File: config.mk
export PLATFORM = sky130hd
export DESIGN_NAME = sif_top
export DESIGN_NICKNAME = d
export VERILOG_FILES = /design/src/core/sif_pkg.sv /design/src/core/sif_top.sv
export SDC_FILE = /design/constraint.sdc
export NUM_CORES = 1
export LEC_CHECK = 0
export ABC_AREA = 1
export BUFFER_PORTS_ARGS = -buffer_cell sky130_fd_sc_hd__buf_2
export CORE_MARGIN = 3
export CORE_UTILIZATION = 45
export CTS_CLUSTER_DIAMETER = 60
export CTS_CLUSTER_SIZE = 40
export DETAILED_ROUTE_END_ITERATION = 10
export SLEW_MARGIN = 20
export SYNTH_ARGS = -nofsm -noshare
export SYNTH_HDL_FRONTEND = slang
export SYNTH_SLANG_ARGS = --single-unit
File: constraint.sdc
create_clock -name clk_i -period 3.41 [get_ports clk_i]
set_clock_uncertainty 0.05 [all_clocks]
set_input_delay 0.1705 -clock clk_i [delete_from_list [all_inputs] [get_ports clk_i]]
set_output_delay 0.1705 -clock clk_i [all_outputs]
set_load 0.01 [all_outputs]
File: src/core/sif_pkg.sv
/*
 * Constants and types for the SDI input failover and status block.
 * Assumes a single 25 MHz clock and a synchronous active-high reset.
 */
`default_nettype none
package sif_pkg;
	localparam int unsigned CLK_HZ       = 25000000;
	localparam int unsigned BLINK_MS     = 250;
	localparam int unsigned BLINK_CYC    = (CLK_HZ / 1000) * BLINK_MS;
	localparam int unsigned RUN_MS       = 100;
	localparam int unsigned RUN_CYC      = (CLK_HZ / 1000) * RUN_MS;
	localparam int unsigned HOLD_MS_DEF  = 500;
	localparam int unsigned LOCK_MS_DEF  = 1000;
	localparam int unsigned MS_CYC       = CLK_HZ / 1000;
	// Register offsets, byte addresses
	localparam logic [7:0] A_CTRL  = 8'h00;
	localparam logic [7:0] A_PRIO  = 8'h04;
	localparam logic [7:0] A_HOLD  = 8'h08;
	localparam logic [7:0] A_LOCK  = 8'h0c;
	localparam logic [7:0] A_CMD   = 8'h10;
	localparam logic [7:0] A_STAT  = 8'h14;
	// Control fields
	localparam int unsigned C_AUTO  = 0;
	localparam int unsigned C_RULE  = 1;
	localparam int unsigned C_NLAT  = 2;
	localparam int unsigned C_MED   = 3;
	localparam int unsigned C_MAN_L = 4;
	localparam int unsigned C_OUT1  = 6;
	localparam int unsigned C_OUT2  = 7;
	localparam logic [7:0]  CTRL_RST = 8'h01;
	localparam logic [5:0]  PRIO_RST = 6'h31;
	// Priority word bit that takes backup 2 out of the cascade
	localparam int unsigned P_B2OFF  = 6;
	localparam logic [15:0] HOLD_RST = 16'h01f4;
	localparam logic [15:0] LOCK_RST = 16'h03e8;
	// Command bits
	localparam int unsigned K_APPLY  = 0;
	localparam int unsigned K_LOCATE = 1;
	localparam int unsigned K_FWDONE = 2;
	localparam int unsigned K_INSTOK = 3;
	typedef enum logic [1:0] {
		SRC_ELEC = 2'b00,
		SRC_OPT  = 2'b01,
		SRC_MUTE = 2'b10,
		SRC_GEN  = 2'b11
	} sif_src_t;
	typedef enum logic [1:0] {
		LED_OFF = 2'b00,
		LED_RED = 2'b01,
		LED_ORG = 2'b10,
		LED_GRN = 2'b11
	} sif_led_t;
	typedef enum logic [1:0] {
		ST_LIVE   = 2'b00,
		ST_FREEZE = 2'b01,
		ST_GEN    = 2'b10,
		ST_RELOCK = 2'b11
	} sif_vst_t;
endpackage : sif_pkg
`default_nettype wire

File: src/core/sif_top.sv
/*
 * Input failover, output switch, power-up straps and indicator logic.
 * Assumes receivers give signal-present and lock levels asynchronously;
 * they are synchronised here. Registers on a plain strobe port.
 */
`timescale 1ns/1ps
`default_nettype none
// Overview of operation
// Manual or automatic priority input choice
// Three levels: main, backup 1, backup 2
// Lost source cascades to next level
// Unused backup 2 stops failover at backup 1
// Switch rule: loss of lock or signal
// Configurable hold and lock times
// Non-latched only allowed under loss of signal
// Two-by-two crosspoint, true and inverted outputs
// Switch off through, on processed
// Override strap sampled at power-up only
// Factory default strap restores defaults
// Card status orange, green or red
// Video LED red, orange, green
// Sync LED red, orange, green
// Audio LED by embedded group count
// Locate blinks all LEDs together
// Running light after download, then reboot
// Alarm output follows card status, open alarm
// Four active-low GPIs, reserved, unused
// Loss freezes for hold, then generator
// Live again after lock time locked
// Latched stays on backup until re-applied
module sif_top (
	input  wire logic        clk_i,
	input  wire logic        rst_i,
	input  wire logic [7:0]  addr_i,
	input  wire logic [15:0] wdata_i,
	input  wire logic        wr_i,
	input  wire logic        rd_i,
	output logic      [15:0] rdata_o,
	input  wire logic        elec_sig_i,
	input  wire logic        elec_lock_i,
	input  wire logic        opt_sig_i,
	input  wire logic        opt_lock_i,
	input  wire logic        sync_sig_i,
	input  wire logic        sync_lock_i,
	input  wire logic [2:0]  audio_groups_i,
	input  wire logic        fuse_trip_i,
	input  wire logic        prog_fail_i,
	input  wire logic        remote_override_switch_i,
	input  wire logic        factory_default_switch_i,
	input  wire logic        input_medium_select_i,
	input  wire logic        out1_processed_select_i,
	input  wire logic        out2_processed_select_i,
	input  wire logic [3:0]  gpi_n_i,
	output logic      [1:0]  src_sel_o,
	output logic             freeze_o,
	output logic             gen_sel_o,
	output logic      [1:0]  prio_level_o,
	output logic             out1_processed_o,
	output logic             out2_processed_o,
	output logic      [1:0]  led_card_o,
	output logic      [1:0]  led_video_o,
	output logic      [1:0]  led_sync_o,
	output logic      [1:0]  led_audio_o,
	output logic             alarm_oe_o,
	output logic             reboot_o
);
	// Two-stage synchronisers for all pin inputs
	localparam int NS = 13;
	logic [NS-1:0] s1_r;
	logic [NS-1:0] s2_r;
	logic [NS-1:0] pins;
	assign pins = {elec_sig_i, elec_lock_i, opt_sig_i, opt_lock_i, sync_sig_i, sync_lock_i,
		fuse_trip_i, prog_fail_i, remote_override_switch_i, factory_default_switch_i,
		input_medium_select_i, out1_processed_select_i, out2_processed_select_i};
	always_ff @(posedge clk_i) begin
		s1_r <= pins;
		s2_r <= s1_r;
	end
	logic [2:0] aud_s1_r;
	logic [2:0] aud_s2_r;
	logic [3:0] gpi_s1_r;
	logic [3:0] gpi_s2_r;
	always_ff @(posedge clk_i) begin
		aud_s1_r <= audio_groups_i;
		aud_s2_r <= aud_s1_r;
		gpi_s1_r <= gpi_n_i;
		gpi_s2_r <= gpi_s1_r;
	end
	// GPIs are active low but reserved; sampled and only reported in the status word
	wire [3:0] gpi_act = ~gpi_s2_r;
	wire e_sig  = s2_r[12];
	wire e_lock = s2_r[11];
	wire o_sig  = s2_r[10];
	wire o_lock = s2_r[9];
	wire y_sig  = s2_r[8];
	wire y_lock = s2_r[7];
	wire fuse   = s2_r[6];
	wire pfail  = s2_r[5];
	wire ovr_s  = s2_r[4];
	wire fdef_s = s2_r[3];
	wire med_s  = s2_r[2];
	wire o1_s   = s2_r[1];
	wire o2_s   = s2_r[0];

	// Straps caught once, on the third clock edge after reset release
	logic       boot_r;
	logic [1:0] bcnt_r;
	logic       ovr_r;
	logic       fdef_r;
	always_ff @(posedge clk_i) begin
		if (rst_i) begin
			bcnt_r <= 2'h0;
			boot_r <= 1'b1;
			ovr_r  <= 1'b0;
			fdef_r <= 1'b0;
		end else if (boot_r) begin
			bcnt_r <= bcnt_r + 2'h1;
			if (bcnt_r == 2'h2) begin
				boot_r <= 1'b0;
				ovr_r  <= ovr_s;
				fdef_r <= fdef_s;
			end
		end
	end
	wire strap_go = boot_r && (bcnt_r == 2'h2);

	// Register file
	logic [7:0]  ctrl_r;
	logic [6:0]  prio_r;
	logic [15:0] hold_r;
	logic [15:0] lock_r;
	logic [15:0] rdata_r;
	wire wr_ctrl = wr_i && (addr_i == sif_pkg::A_CTRL);
	wire wr_prio = wr_i && (addr_i == sif_pkg::A_PRIO);
	wire wr_cmd  = wr_i && (addr_i == sif_pkg::A_CMD);
	wire apply   = (wr_cmd && wdata_i[sif_pkg::K_APPLY]) || wr_ctrl || wr_prio;
	always_ff @(posedge clk_i) begin
		if (rst_i) begin
			ctrl_r <= sif_pkg::CTRL_RST;
			prio_r <= {1'b0, sif_pkg::PRIO_RST};
			hold_r <= sif_pkg::HOLD_RST;
			lock_r <= sif_pkg::LOCK_RST;
		end else if (strap_go && fdef_s) begin
			// Factory defaults win over stored setup
			ctrl_r <= sif_pkg::CTRL_RST;
			prio_r <= {1'b0, sif_pkg::PRIO_RST};
			hold_r <= sif_pkg::HOLD_RST;
			lock_r <= sif_pkg::LOCK_RST;
		end else begin
			if (wr_ctrl)
				ctrl_r <= wdata_i[7:0];
			if (wr_prio)
				prio_r <= wdata_i[6:0];
			if (wr_i && addr_i == sif_pkg::A_HOLD)
				hold_r <= wdata_i;
			if (wr_i && addr_i == sif_pkg::A_LOCK)
				lock_r <= wdata_i;
		end
	end

	// Effective configuration: override strap picks local switches
	wire       auto_m = ovr_r ? 1'b0 : ctrl_r[sif_pkg::C_AUTO];
	wire       rule_los = ctrl_r[sif_pkg::C_RULE];
	wire       nonlatch = rule_los && ctrl_r[sif_pkg::C_NLAT];
	wire [1:0] man_src = ovr_r ? {1'b0, med_s} : ctrl_r[sif_pkg::C_MAN_L +: 2];
	wire       p1 = ovr_r ? o1_s : ctrl_r[sif_pkg::C_OUT1];
	wire       p2 = ovr_r ? o2_s : ctrl_r[sif_pkg::C_OUT2];
	// Extra priority bit marks backup 2 unused; all four codes stay sources
	wire [1:0] lvl_src [3];
	assign lvl_src[0] = prio_r[1:0];
	assign lvl_src[1] = prio_r[3:2];
	assign lvl_src[2] = prio_r[5:4];
	wire b2_unused = prio_r[sif_pkg::P_B2OFF];

	// Source health per rule
	function automatic logic src_ok(input logic [1:0] s, input logic los);
		case (s)
			sif_pkg::SRC_ELEC: src_ok = los ? e_sig : e_lock;
			sif_pkg::SRC_OPT:  src_ok = los ? o_sig : o_lock;
			default:           src_ok = 1'b1;
		endcase
	endfunction

	// Priority level tracking
	logic [1:0] lvl_r;
	logic [1:0] lvl_nxt;
	logic [1:0] last_lvl;
	assign last_lvl = b2_unused ? 2'd1 : 2'd2;
	always_comb begin
		lvl_nxt = lvl_r;
		if (apply || !auto_m)
			lvl_nxt = 2'd0;
		else if (!src_ok(lvl_src[lvl_r], rule_los) && lvl_r < last_lvl)
			lvl_nxt = lvl_r + 2'd1;
		else if (nonlatch && lvl_r != 2'd0 && src_ok(lvl_src[0], 1'b1))
			lvl_nxt = 2'd0;
		else if (nonlatch && lvl_r == 2'd2 && src_ok(lvl_src[1], 1'b1))
			lvl_nxt = 2'd1;
	end
	always_ff @(posedge clk_i) begin
		if (rst_i)
			lvl_r <= 2'd0;
		else
			lvl_r <= lvl_nxt;
	end
	wire [1:0] cur_src = auto_m ? lvl_src[lvl_r] : man_src;
	wire       cur_lock = (cur_src == sif_pkg::SRC_ELEC) ? e_lock :
		(cur_src == sif_pkg::SRC_OPT) ? o_lock : 1'b1;
	wire       cur_sig = (cur_src == sif_pkg::SRC_ELEC) ? e_sig :
		(cur_src == sif_pkg::SRC_OPT) ? o_sig : 1'b1;

	// Freeze, generator and relock sequencing, in ms ticks
	logic [14:0] msdiv_r;
	wire         ms_tick = (msdiv_r == 15'(sif_pkg::MS_CYC - 1));
	always_ff @(posedge clk_i) begin
		if (rst_i || ms_tick)
			msdiv_r <= 15'h0000;
		else
			msdiv_r <= msdiv_r + 15'h0001;
	end
	sif_pkg::sif_vst_t vst_r;
	logic [15:0] tcnt_r;
	always_ff @(posedge clk_i) begin
		if (rst_i) begin
			vst_r  <= sif_pkg::ST_LIVE;
			tcnt_r <= 16'h0000;
		end else begin
			case (vst_r)
				sif_pkg::ST_LIVE: begin
					tcnt_r <= 16'h0000;
					if (!cur_sig)
						vst_r <= sif_pkg::ST_FREEZE;
				end
				sif_pkg::ST_FREEZE: begin
					if (cur_lock) begin
						vst_r <= sif_pkg::ST_RELOCK;
						tcnt_r <= 16'h0000;
					end else if (tcnt_r >= hold_r)
						vst_r <= sif_pkg::ST_GEN;
					else if (ms_tick)
						tcnt_r <= tcnt_r + 16'h0001;
				end
				sif_pkg::ST_GEN: begin
					tcnt_r <= 16'h0000;
					if (cur_lock)
						vst_r <= sif_pkg::ST_RELOCK;
				end
				sif_pkg::ST_RELOCK: begin
					if (!cur_lock) begin
						vst_r <= sif_pkg::ST_GEN;
						tcnt_r <= 16'h0000;
					end else if (tcnt_r >= lock_r)
						vst_r <= sif_pkg::ST_LIVE;
					else if (ms_tick)
						tcnt_r <= tcnt_r + 16'h0001;
				end
				default: vst_r <= sif_pkg::ST_LIVE;
			endcase
		end
	end

	// Locate blink and firmware running light
	logic [22:0] bl_cnt_r;
	logic        bl_ph_r;
	logic [3:0]  bl_left_r;
	logic        inst_r;
	logic [1:0]  run_pos_r;
	wire bl_wrap = (bl_cnt_r == 23'(sif_pkg::BLINK_CYC - 1));
	always_ff @(posedge clk_i) begin
		if (rst_i) begin
			bl_cnt_r  <= 23'h000000;
			bl_ph_r   <= 1'b0;
			bl_left_r <= 4'h0;
			inst_r    <= 1'b0;
			run_pos_r <= 2'h0;
			reboot_o  <= 1'b0;
		end else begin
			bl_cnt_r <= bl_wrap ? 23'h000000 : bl_cnt_r + 23'h000001;
			if (wr_cmd && wdata_i[sif_pkg::K_LOCATE]) begin
				bl_left_r <= 4'ha;
				bl_ph_r   <= 1'b1;
			end else if (bl_wrap && bl_left_r != 4'h0) begin
				bl_left_r <= bl_left_r - 4'h1;
				bl_ph_r   <= ~bl_ph_r;
			end
			if (wr_cmd && wdata_i[sif_pkg::K_FWDONE])
				inst_r <= 1'b1;
			if (inst_r && bl_wrap)
				run_pos_r <= run_pos_r + 2'h1;
			reboot_o <= inst_r && wr_cmd && wdata_i[sif_pkg::K_INSTOK];
		end
	end

	// Indicator decode
	wire [1:0] card_st = (fuse || pfail) ? sif_pkg::LED_RED :
		((fdef_r && ovr_r) || boot_r || inst_r) ? sif_pkg::LED_ORG :
		sif_pkg::LED_GRN;
	wire [1:0] vid_st = !cur_sig ? sif_pkg::LED_RED :
		!cur_lock ? sif_pkg::LED_ORG : sif_pkg::LED_GRN;
	wire [1:0] syn_st = !y_sig ? sif_pkg::LED_RED :
		!y_lock ? sif_pkg::LED_ORG : sif_pkg::LED_GRN;
	wire [1:0] aud_st = (aud_s2_r == 3'h0) ? sif_pkg::LED_RED :
		(aud_s2_r >= 3'h4) ? sif_pkg::LED_GRN : sif_pkg::LED_ORG;
	wire locating = (bl_left_r != 4'h0);
	function automatic logic [1:0] led_sel(input logic [1:0] n, input logic [1:0] idx);
		if (inst_r)
			led_sel = (run_pos_r == idx) ? sif_pkg::LED_GRN : sif_pkg::LED_OFF;
		else if (locating)
			led_sel = bl_ph_r ? sif_pkg::LED_GRN : sif_pkg::LED_OFF;
		else
			led_sel = n;
	endfunction

	// Registered outputs
	always_ff @(posedge clk_i) begin
		if (rst_i) begin
			src_sel_o        <= sif_pkg::SRC_ELEC;
			freeze_o         <= 1'b0;
			gen_sel_o        <= 1'b0;
			prio_level_o     <= 2'd0;
			out1_processed_o <= 1'b0;
			out2_processed_o <= 1'b0;
			led_card_o       <= sif_pkg::LED_ORG;
			led_video_o      <= sif_pkg::LED_OFF;
			led_sync_o       <= sif_pkg::LED_OFF;
			led_audio_o      <= sif_pkg::LED_OFF;
			alarm_oe_o       <= 1'b0;
		end else begin
			src_sel_o        <= cur_src;
			freeze_o         <= (vst_r == sif_pkg::ST_FREEZE);
			gen_sel_o        <= (vst_r == sif_pkg::ST_GEN) || (vst_r == sif_pkg::ST_RELOCK) ||
				(cur_src == sif_pkg::SRC_GEN);
			prio_level_o     <= lvl_r;
			out1_processed_o <= p1;
			out2_processed_o <= p2;
			led_card_o       <= led_sel(card_st, 2'd0);
			led_video_o      <= led_sel(vid_st, 2'd1);
			led_sync_o       <= led_sel(syn_st, 2'd2);
			led_audio_o      <= led_sel(aud_st, 2'd3);
			alarm_oe_o       <= (card_st == sif_pkg::LED_GRN);
		end
	end

	// Read mux, data valid the cycle after the strobe
	wire [15:0] stat = {gpi_act, 2'b00, ovr_r, fdef_r, vst_r, lvl_r, cur_src, cur_lock, cur_sig};
	always_ff @(posedge clk_i) begin
		if (rst_i)
			rdata_r <= 16'h0000;
		else if (rd_i) begin
			case (addr_i)
				sif_pkg::A_CTRL: rdata_r <= {8'h00, ctrl_r};
				sif_pkg::A_PRIO: rdata_r <= {9'h000, prio_r};
				sif_pkg::A_HOLD: rdata_r <= hold_r;
				sif_pkg::A_LOCK: rdata_r <= lock_r;
				sif_pkg::A_STAT: rdata_r <= stat;
				default:         rdata_r <= 16'h0000;
			endcase
		end else
			rdata_r <= 16'h0000;
	end
	assign rdata_o = rdata_r;

	// Checks on level stepping, video sequencing and indicators
	a_nonlatch_los: assert property (@(posedge clk_i) disable iff (rst_i)
		auto_m && !rule_los && !apply |=> lvl_r >= $past(lvl_r))
		else $error("level rose back under loss of lock");
	a_cascade_step: assert property (@(posedge clk_i) disable iff (rst_i)
		lvl_r != $past(lvl_r) |-> lvl_r == 2'd0 || lvl_r == $past(lvl_r) + 2'd1 ||
		$past(nonlatch)) else $error("bad level step");
	a_level_bound: assert property (@(posedge clk_i) disable iff (rst_i)
		lvl_r <= last_lvl) else $error("level past last");
	a_latch_hold: assert property (@(posedge clk_i) disable iff (rst_i)
		!nonlatch && !apply && auto_m && lvl_r == 2'd1 |=> lvl_r != 2'd0)
		else $error("latched returned");
	a_freeze_hold: assert property (@(posedge clk_i) disable iff (rst_i)
		vst_r == sif_pkg::ST_LIVE && !cur_sig |=> vst_r == sif_pkg::ST_FREEZE)
		else $error("no freeze");
	a_relock_time: assert property (@(posedge clk_i) disable iff (rst_i)
		$past(vst_r) == sif_pkg::ST_RELOCK && vst_r == sif_pkg::ST_LIVE |->
		$past(tcnt_r) >= $past(lock_r)) else $error("early live");
	a_alarm_card: assert property (@(posedge clk_i) disable iff (rst_i)
		fuse || pfail || boot_r || inst_r |=> !alarm_oe_o) else $error("alarm not open");
	a_video_led: assert property (@(posedge clk_i) disable iff (rst_i)
		!inst_r && !locating && !cur_sig |=> led_video_o == sif_pkg::LED_RED)
		else $error("video led");
	a_blink_unison: assert property (@(posedge clk_i) disable iff (rst_i)
		$past(locating) && !$past(inst_r) |-> led_card_o == led_audio_o)
		else $error("blink apart");
	c_failover: cover property (@(posedge clk_i) disable iff (rst_i) lvl_r == 2'd2);
	c_gen: cover property (@(posedge clk_i) disable iff (rst_i) vst_r == sif_pkg::ST_GEN);
	c_locate: cover property (@(posedge clk_i) disable iff (rst_i) locating);
	c_reboot: cover property (@(posedge clk_i) disable iff (rst_i) reboot_o);
endmodule : sif_top
`default_nettype wire

# Yosys cells after proc, flatten, opt, wreduce, memory -nomap -nowiden
# Cells that the tools add are included.
# op_classes
n_reduce_logical	53
order_cmp	5
n_bitwise	4
addsub	7
n_mux	68
n_eq_ne	27
# ops
operator	n
two-way mux 16 bit	5
one-hot mux 16 bit (5 select lines)	1
two-way mux 2 bit	31
one-hot mux 16 bit (3 select lines)	1
greater-or-equal comparator 16 bit	2
adder 23 x 1 -> 23 bit, second input constant	1
equality test 23 bit, second input constant	1
two-way mux 1 bit	23
logical AND 1 bit	21
adder 16 x 1 -> 16 bit, second input constant	1
equality test 2 bit, second input constant	8
equality test 8 x 4 -> 1 bit, second input constant	2
equality test 8 x 5 -> 1 bit, second input constant	2
adder 15 x 1 -> 15 bit, second input constant	1
equality test 15 bit, second input constant	1
equality test 2 x 1 -> 1 bit, second input constant	6
logical NOT 2 bit	6
!= test 3 bit, second input constant	4
OR reduction 2 bit	6
logical OR 1 bit	9
equality test 8 x 3 -> 1 bit, second input constant	1
logical NOT 8 bit	1
two-way mux 4 bit	2
one-hot mux 2 bit (4 select lines)	1
17 further kinds	27
# word_totals
out_inout_bits	34
inputBits	48
reg_bits	192

# Longest topological paths before layout
# Gate-level depths: netlist of the first run.
# depth
ltp_word	19
depth_mapped	17
mapped_depth_nobuf	17

# Worst setup path after synthesis of the first run
# OpenSTA, ideal clock, no wires.
# synth_timing
kind	flip-flop to flip-flop
startpoint	register tcnt_r[3]
endpoint	register tcnt_r[15]
slack_ns	1.610
synth_period_minus_slack_ns	1.800
t_arrival_ns	1.689
n_path_buf	1
path_stages_with_launch	14
required_time_ns	3.298
cell_sequence	dfxtp_1 -> ha_1 -> nand2_1 -> nor2_1 -> a21oi_1 -> nand3_1 -> a21oi_1 -> inv_1 -> nand3_4 -> buf_6 -> nand3_1 -> nand2_1 -> inv_2 -> nor2_2
# synth_between
elab_chain_cells	5
# synth_rtl
item	line_no	rtl
start, declared	sif_top.sv:222	logic [15:0] tcnt_r;
start signal, assigned	sif_top.sv:241	tcnt_r <= tcnt_r + 16'h0001;
start signal, assigned	sif_top.sv:255	tcnt_r <= tcnt_r + 16'h0001;
adder 16 x 1 -> 16 bit	sif_top.sv:241, sif_top.sv:255	
two-way mux 16 bit	sif_top.sv:240, sif_top.sv:254	
two-way mux 16 bit (on tied branches)	sif_top.sv:252, sif_top.sv:238	
two-way mux 16 bit (on tied branches)	sif_top.sv:249, sif_top.sv:235	
one-hot mux 16 bit (3 select lines)	sif_top.sv:228	case (vst_r)
# Parallel ways exist; a longest one is shown, timed or not. The select of a mux whose other input is x is not followed.
# A chain may end at the register's enable or synchronous reset.

# Worst setup path after layout of the first run
# layout_timing
startpoint	register tcnt_r[3]
endpoint	register tcnt_r[7]
# The elaborated chain is that of the path after synthesis.

==> impl_results.md, run 1 <==
- Status: finished clean
- Hold path depth: 3
- Overflow after GRT: 0
- R2r worst-path depth: 12
- Worst hold path class: in2reg
- Dpl ws: 945.8 ps
- Worst Tran Pin Value: 947.5 ps
- Vias in the first global route: 7290
- Post-synth EDFFs: 0
- Row cnt: 50
- FFs w/ async S/R, synth: 0%
- Total negative slack: 0 ps
- Met3 Wirelength: 1.082 mm
- Placed instance count: 1477
- Buffers on Ports: 81
- Max cap viols: 0
- Wire length on met1: 10.20 mm
- CP startpoint kind: flop
- CTS tree: done
- Worst hold slack: 43.88 ps
- CP endpoint kind: flop
- First-pass GRT wire length: 36.11 mm
- Minimum clock period: 2238 ps
- Critical Path RT: 3710 ps
- Leak pwr: 4.534 nW
- Worst EP arrival: 2540 ps
- Die footprint: 21130 um2
- # diodes: 0
- Pins Over Slew Limit: 0
- Via/cell ratio: 5.011
- Clk Latency, worst-skew pair: 440 ps
- Leading area contributor after synthesis: dfxtp_1
- Final Total Pwr: 5.300 mW
- Total Wirelength: 21.67 mm
- Syn Nets: 1250
- H-tree depth: 4
- Worst vdd ir: 0.0003277 V
- Routability cong.: 0.9019
- Uppermost routed layer: met4
- Clk buf depth: 2
- Drt initial violations: 472
- Fmax: 446.8 MHz
- IO Pins: 82
- Final worst slack: 1172 ps
- Post-CTS Resized: 0
- Crit-path max FO: 16
- Core ar.: 18890 um2
- Initial antenna violation count: 0
- Mapped Cells: 1157
- Tcrit/Tclk final: 65.64%
- Final non-filler cell total: 1543
- WL met2: 9.932 mm
- Clk sinks: 192
- Root Driver: clkbuf_16
- DR WL/cell: 14.05 um
- Pwr Density: 511.5 nW/um2
- # DRC: 0
- RSZ-0062 raised after global routing: false
- Antenna Nets Post-Route: 0
- Ys flop type: dfxtp_1
- DR vias: 7732
- Cell Area, Synth: 8740 um2
- Distinct cells, synth: 46
- Net count, final: 1363
- Cts bufs inserted: 17
- Rel. slew slack: 36.31%
- Most common cell after layout, fill and taps aside: nand2_1
- Finish-stage setup viols: 0
- Ys Warns: 0
- Die Y: 145.4 um
- Detailed Routing Iterations Pass 1: 5
- Yosys reg bits: 192
- Area Growth Syn to Fin: 18.57%
- Critical path type: reg2reg
- Clock transition at path regs: 80 ps
- Final HPWL DP: 15.95 mm
- Overall routing resource usage: 20.78%
- Most frequent cells in the layout: nand2_1 (196), dfxtp_1 (192), inv_1 (167), nor2_1 (132), a21oi_1 (94)
- Chip Width: 145.4 um
- Top-area cell type share of the netlist area: 43.98%
- Avg Inst Size Synth: 7.554 um2
- Initial Utilization: 46.26%
- Hold Vio Cnt, Final: 0
- Sequential area share after synthesis: 43.98%
- Ratio of cells with drive above 1 in the final layout: 11.77%
- Pin count of the biggest net entering global routing: 31
- Ranking of synthesized cells by area: dfxtp_1 (44%), nand2_1 (8.4%), inv_1 (7.2%), ha_1 (6.4%), nor2_1 (5.7%)
==> area by class of cell <==
| class | count | area (um2) |
|---|---|---|
| Clock buffer | 17 | 425.4 |
| Inverter | 176 | 663.1 |
| Clock inverter | 15 | 211.5 |
| Timing Repair Buffer | 121 | 790.8 |
| Fill cell | 1820 | 8531 |
| Tap cell | 260 | 325.3 |
| Multi-Input combinational cell | 762 | 4103 |
| Sequential cell | 192 | 3844 |
==> cells in the mapped netlist (2+ instances only) <==
cell / instances
o21ai_1: 2
o211ai_1: 15
inv_2: 6
o21a_1: 3
o22ai_1: 14
nor4_2: 2
o21ai_0: 67
nor3_1: 38
nor2_2: 3
a21oi_1: 94
buf_1: 2
a221oi_1: 8
nand3_2: 2
xnor2_1: 2
or2_2: 3
o21bai_1: 2
ha_1: 45
nand3_1: 56
dfxtp_1: 192
inv_1: 167
nand3_4: 3
nor3b_1: 4
clkbuf_1: 20
buf_6: 2
nand2_2: 5
buf_2: 2
nor4_1: 15
clkinv_1: 2
nor2_1: 132
nand4_1: 26
a21oi_4: 2
nand2_1: 196
xor2_1: 12
==> cells by family after synthesis <==
kind of cell	after synthesis	synth area share [%]
DFF	192	43.98
buffers and inverters	203	9.077
adders and majority gates	45	6.442
and+or+nand+nor	491	25.38
AOI/OAI and AO/OA	212	13.72
xor gates and xnor gates	14	1.403
==> state kept, by name, indices dropped and copies added, names as in the netlist, 7 cells and up <==
register,count
msdiv_r,15
hold_r,16
tcnt_r,16
s1_r,13
rdata_o,16
lock_r,16
ctrl_r,8
prio_r,7
bl_cnt_r,23
s2_r,13
==> final timing paths <==
kind,slack [ps],to,from
setup reg to reg,1170,tcnt_r[7]$_SDFFE_PP0P_,tcnt_r[3]$_SDFFE_PP0P_
setup / recovery,1170,tcnt_r[7]$_SDFFE_PP0P_,tcnt_r[3]$_SDFFE_PP0P_
hold reg to reg,280,gpi_s2_r[2]$_DFF_P_,gpi_s1_r[2]$_DFF_P_
hold / removal,40,lock_r[0]$_SDFFE_PP0P_,wdata_i[0]
==> power breakdown <==
group          leakage (nW)  switching (mW)  internal (mW)
clock                 0.310           0.981           1.13
sequential             1.57          0.0623           2.35
combinational          2.66           0.510          0.264
==> per-stage QoR <==
step,utilization (%),area (um2)
global route,54.85,10360
global placement,49.68,9385
CTS,54.85,10360
detailed placement,49.68,9385
finish,54.85,10360
floorplan,-,8740
==> routing by layer <==
metal / up-vias / global-route usage (%)
met5: - / 0
met4: 0 / 7.123
met3: 28 / 4.142
met2: 200 / 34.17
met1: 3452 / 27.46
li1: 4052 / -
==> what timing repair did <==
item,CTS,global route
hold endpoints to repair,43,0
endpoints found under the setup margin,0,0
buffers inserted,0,0
hold buffers,34,0
==> worst max-delay path, cell delays in order (launching register included) <==
cell     delay, ps
dfxtp_1        520
ha_1           310
nand2_1         90
nor2_1          50
a21oi_1        130
nand3_1         90
a21oi_1        200
inv_1          110
nand3_4        190
nand2_4        130
inv_2          110
nand2_1         50
a21oi_1        130
Note: power is estimated with default switching activity, not from simulation.
==> inputs of run 2 (changes only) <==
Settings changed: PLACE_DENSITY set to 0.66.
Clock period 3.41 ns to 2 ns, I/O delays scaled along.
==> impl_results.md, run 2 (synthesis gave the netlist of run 1 again) <==
- Status: finished clean
- Die Y: 145.4 um
- Rel. slew slack: 53.39%
- Buffers on Ports: 81
- Total Wirelength: 24.12 mm
- DR WL/cell: 14.78 um
- Finish-stage setup viols: 0
- Final Total Pwr: 9.064 mW
- Clk Latency, worst-skew pair: 430 ps
- Cts bufs inserted: 17
- Initial Utilization: 46.26%
- Most common cell after layout, fill and taps aside: nand2_1
- Critical path type: reg2reg
- Clk buf depth: 2
- Met1 Track Usage GR: 29.01%
- Area Growth Syn to Fin: 32.33%
- Pwr Density: 783.8 nW/um2
- Initial antenna violation count: 0
- Hold Vio Cnt, Final: 0
- Max reg flops: 23
- Worst hold slack: 127.0 ps
- First-pass GRT wire length: 37.99 mm
- Most flops, register: bl_cnt_r
- Antenna Nets Post-Route: 0
- # diodes: 0
- Drt initial violations: 584
- Worst vdd ir: 0.0006683 V
- Row cnt: 50
- Grt met3 use: 3.550%
- Crit-path max FO: 7
- Final core utilization: 61.21%
- Routability cong.: 0.9485
- Busiest grt layer: met2
- Die footprint: 21130 um2
- # DRC: 0
- CP endpoint kind: flop
- CTS tree: done
- Pin count of the biggest net entering global routing: 44
- Max cap viols: 0
- Tcrit/Tclk final: 97.95%
- Overflow after GRT: 0
- Total negative slack: 0 ps
- Core ar.: 18890 um2
- Met2 Resource Use GR: 35.59%
- Net count, final: 1453
- Ratio of cells with drive above 1 in the final layout: 25.66%
- Chip Width: 145.4 um
- Detailed Routing Iterations Pass 1: 5
- CP startpoint kind: flop
- Root Driver: clkbuf_16
- Via/cell ratio: 5.135
- H-tree depth: 4
- Leak pwr: 5.010 nW
- Overall routing resource usage: 21.59%
- Most frequent cells in the layout: nand2_1 (183), dfxtp_1 (160), inv_1 (157), nor2_1 (115), a21oi_1 (86)
- Minimum clock period: 1959 ps
- Fmax: 510.5 MHz
- Final non-filler cell total: 1632
- Critical Path RT: 2270 ps
- Worst hold path class: in2reg
- IO Pins: 82
- Worst Tran Pin Value: 698.4 ps
- RSZ-0062 raised after global routing: true
- Clock transition at path regs: 70 ps
- Final HPWL DP: 16.78 mm
- Vias in the first global route: 7765
- Pins Over Slew Limit: 0
- Placed instance count: 1537
- DR vias: 8381
- Worst EP arrival: 2230 ps
- Clk sinks: 192
-- run 2: cell count changes in the layout (fill, tap and decap cells not counted), moves of 16 or more --
cell	before	now
buf_4	6	79
dfxtp_1	192	160
dfxtp_2	0	29
nor2_1	132	115
ha_1	45	29
nor2_2	3	19
-- run 2: routing by layer --
layer | share of wire [%] | routed length [um]
met1 | 44 | 10690
met2 | 48 | 11620
met3 | 5.3 | 1278
met4 | 2.2 | 541
met5 | 0 | 0
-- run 2: area by class of cell --
| type | instances | area, um2 |
|---|---|---|
| Inverter | 176 | 663.1 |
| Timing Repair Buffer | 209 | 1548 |
| Multi-Input combinational cell | 764 | 4594 |
| Clock inverter | 13 | 103.9 |
| Sequential cell | 192 | 3891 |
| Tap cell | 260 | 325.3 |
| Clock buffer | 18 | 439.2 |
| Fill cell | 1670 | 7328 |
-- run 2: worst max-delay path, stage by stage, from the launching register on --
cell	delay (ps)
dfxtp_4	370
buf_6	120
ha_4	260
a21oi_1	70
o21a_1	170
nand2_1	80
nand2_1	60
nand2_2	110
nand3_4	160
buf_4	170
nand3_1	80
nand2_1	60
nand2_1	50
nor2_1	30
-- run 2: per-stage QoR --
| step | area (um2) | setup WS [ps] |
|---|---|---|
| after floorplan | 8740 | 199.6 |
| after global placement | 9886 | -111.8 |
| after detailed placement | 9886 | -78.49 |
| after CTS | 10890 | 6.338 |
| after global routing | 11560 | -74.31 |
| final | 11560 | 41.02 |
-- run 2: what timing repair did --
item	4_1_cts	5_1_grt
buffers inserted	3	17
resized for setup	5	136
cloned	2	1
hold buffers	41	0
endpoints found under the setup margin	11	37
pin swaps	5	40
endpoints found under the hold margin	67	0
-- run 2: final timing paths --
path | from | end | cells past startpoint | slack (ps)
worst max-delay path | tcnt_r[5]$_SDFFE_PP0P_ | tcnt_r[2]$_SDFFE_PP0P_ | 13 | 40
worst min-delay path | rst_i | bl_ph_r$_SDFFE_PP0P_ | 3 | 130
worst max register to register | tcnt_r[5]$_SDFFE_PP0P_ | tcnt_r[2]$_SDFFE_PP0P_ | 13 | 40
worst min register to register | aud_s1_r[1]$_DFF_P_ | aud_s2_r[1]$_DFF_P_ | 0 | 280
-- run 2: report_power, final --
group	switching [mW]	internal (mW)	leakage, nW
Clock	1.56	1.64	0.263
Combinational	1.03	0.727	3.17
Sequential	0.0997	4.01	1.58
Total	2.69	6.38	5.01
==> inputs of run 3 (changes only) <==
Settings changed: ABC_AREA 1 to not set.
==> impl_results.md, run 3 <==
- Critical path type: reg2reg
- Overall routing resource usage: 21.69%
- Crit-path max FO: 5
- Die footprint: 19910 um2
- Fmax: 387.0 MHz
- Most flops, register: bl_cnt_r
- Buffers on Ports: 81
- Max reg flops: 23
- Minimum clock period: 2584 ps
- Critical Path RT: 2320 ps
- Final non-filler cell total: 1407
- Cell repeated most along the worst path: a211o_1
- Initial antenna violation count: 1
- Hold Vio Cnt, Final: 0
- Final HPWL DP: 15.21 mm
- Cell Area, Synth: 8215 um2
- Placed instance count: 1323
- Max incr delay on CP: 540 ps
- Worst Path Buf+Inv: 1
- Failing checks: negative setup slack
- Leak pwr: 4.726 nW
- Root Driver: clkbuf_16
- Core ar.: 17600 um2
- Vias in the first global route: 7159
- Post-synth top cells: dfxtp_1 (192), nand2_1 (124), nor2_1 (87)
- RSZ-0062 raised after global routing: true
- Mapped Cells: 923
- Overflow after GRT: 0
- Cts bufs inserted: 17
- Count leader, synth: dfxtp_1
- Via/cell ratio: 5.257
- Worst hold path class: in2reg
- Final core utilization: 63.94%
- Final Total Pwr: 8.686 mW
- CTS tree: done
- IO Pins: 82
- Multi-input logic area: 4350 um2
- Fillcell total: 1459
- Ratio of cells with drive above 1 in the final layout: 28.60%
- Final worst slack: -583.7 ps
- Sequential area share after synthesis: 46.79%
- First-pass GRT wire length: 34.91 mm
- Worst vdd ir: 0.0006828 V
- Antenna Nets Post-Route: 0
- Worst Tran Pin Value: 443.4 ps
- Rel. slew slack: 70.44%
- Part of the power in registers: 47.0%
- FFs w/ async S/R, synth: 0%
- Ys Warns: 0
- Syn Nets: 1016
- Avg Inst Size Synth: 8.901 um2
- Clk sinks: 192
- Tcrit/Tclk final: 129.2%
- Net Sw Frac: 27.79%
- Detailed Routing Iterations Pass 1: 5
- Crit path cell chain: inv_4 -> ha_4 -> nand2b_4 -> a211o_1 -> a211o_1 -> a31oi_4 -> o221ai_4 -> or4_1 -> a21oi_1
- Status: finished, violations left
- # diodes: 0
- Total Wirelength: 21.71 mm
- Pwr Density: 772.0 nW/um2
- Chip Width: 141.1 um
- CP startpoint kind: flop
- Gate power share: 15.0%
- DR vias: 7397
- Distinct cells, synth: 66
- Critical path's top delay family: compound AO/OA/AOI/OAI gates
- Max cap viols: 0
- Worst EP arrival: 2910 ps
- Ranking of synthesized cells by area: dfxtp_1 (47%), ha_1 (6.9%), nand2_1 (5.7%), a21oi_1 (4.3%), nor2_1 (4.0%)
- Area Growth Syn to Fin: 36.96%
- Power Internal: 6.272 mW
- H-tree depth: 4
- Finish-stage setup viols: 18
- Drt initial violations: 529
- Pins Over Slew Limit: 0
- Clk Latency, worst-skew pair: 440 ps
- Yosys reg bits: 192
- Critical path's slowest cell: or4_1
- Ys flop type: dfxtp_1
- Final instance area: 11250 um2
- Net count, final: 1262
- FF+latch area: 3857 um2
- Clk buf depth: 2
- Clock transition at path regs: 80 ps
- Row cnt: 48
- Most frequent cells in the layout: dfxtp_1 (183), buf_4 (133), nand2_1 (122), nor2_1 (87), buf_2 (81)
- Die Y: 141.1 um
- Most common cell after layout, fill and taps aside: dfxtp_1
- Area after DPL: 9824 um2
- CP endpoint kind: flop
- Leading area contributor after synthesis: dfxtp_1
- Clock network power share: 38.0%
- # DRC: 0
- DR WL/cell: 15.43 um
- NetSw: 2.414 mW
- Post-synth EDFFs: 0
- Routability cong.: 0.8675
- Initial Utilization: 46.69%
- Pin count of the biggest net entering global routing: 32
- Top-area cell type share of the netlist area: 46.79%
## run 3: final cells by class
cell class	count	area share, %
clock buffers	18	3.814
clock inverters	14	1.245
inverters	56	1.890
multi-input cells	637	38.66
flip-flops and latches	192	34.28
well taps	225	2.502
repair buffers	265	17.60
## run 3: cells by family (layout without fill, tap and decap cells)
| group | after synthesis | in the layout | synth area share [%] |
|---|---|---|---|
| AND/OR/NAND/NOR | 346 | 346 | 20.03 |
| flip-flops | 192 | 192 | 46.79 |
| AO/OA/AOI/OAI | 184 | 185 | 14.19 |
| buffers and inverters | 95 | 353 | 4.691 |
| adder cells (fa/ha/maj) | 45 | 45 | 6.853 |
| XOR/XNOR | 35 | 35 | 3.731 |
| multiplexers | 26 | 26 | 3.716 |
## run 3: power groups by stage
stage	clock (mW)	combinational [mW]	sequential, mW
after global placement	0	1.06	4.16
after floorplan	0	0.553	4.16
after global routing	3.52	1.40	4.10
final	3.30	1.31	4.08
after detailed placement	0	1.06	4.16
after CTS	3.36	1.22	4.08
## run 3: timing repair
action                                 4_1_cts  5_1_grt
endpoints found under the hold margin       71        0
gates cloned                                 0        1
buffers inserted                             6        9
pin swaps                                   16       18
resized for setup                           28       50
hold buffers                                36        0
setup endpoints to repair                   21       30
## run 3: worst paths after layout
kind	from	to	slack, ps	cells past startpoint
min	rd_i	rdata_o[0]$_SDFF_PP0_	40	4
min reg2reg	s1_r[1]$_DFF_P_	s2_r[1]$_DFF_P_	280	0
max	tcnt_r[0]$_SDFFE_PP0P_	tcnt_r[14]$_SDFFE_PP0P_	-580	9
max reg2reg	tcnt_r[0]$_SDFFE_PP0P_	tcnt_r[14]$_SDFFE_PP0P_	-580	9
## run 3: worst reg2reg max path, stage by stage, from the launching register on
cell and delay [ps]:
dfxtp_2 350, inv_4 50, ha_4 200, nand2b_4 120, a211o_1 280, a211o_1 290, a31oi_4 310, o221ai_4 200
or4_1 540, a21oi_1 120
## run 3: through the flow
| step | TNS [ps] | setup slack (ps) | hold slack (ps) |
|---|---|---|---|
| floorplan | -5225 | -478.8 | 77.72 |
| global placement | -7952 | -553.6 | 152.3 |
| detailed placement | -8832 | -572.1 | 153.6 |
| CTS | -7103 | -497.9 | 25.88 |
| global route | -10440 | -687.7 | 44.22 |
| finish | -8315 | -583.7 | 37.38 |
## run 3: routing by layer
layer	vias up	part of all wire [%]	track usage, %	wire (um)
met3	46	5.6	4.613	1208
met4	2	2.5	6.935	540
met1	3435	45	28.47	9799
met2	195	47	35.72	10150
li1	3719	-	-	-
met5	-	0.060	0	13
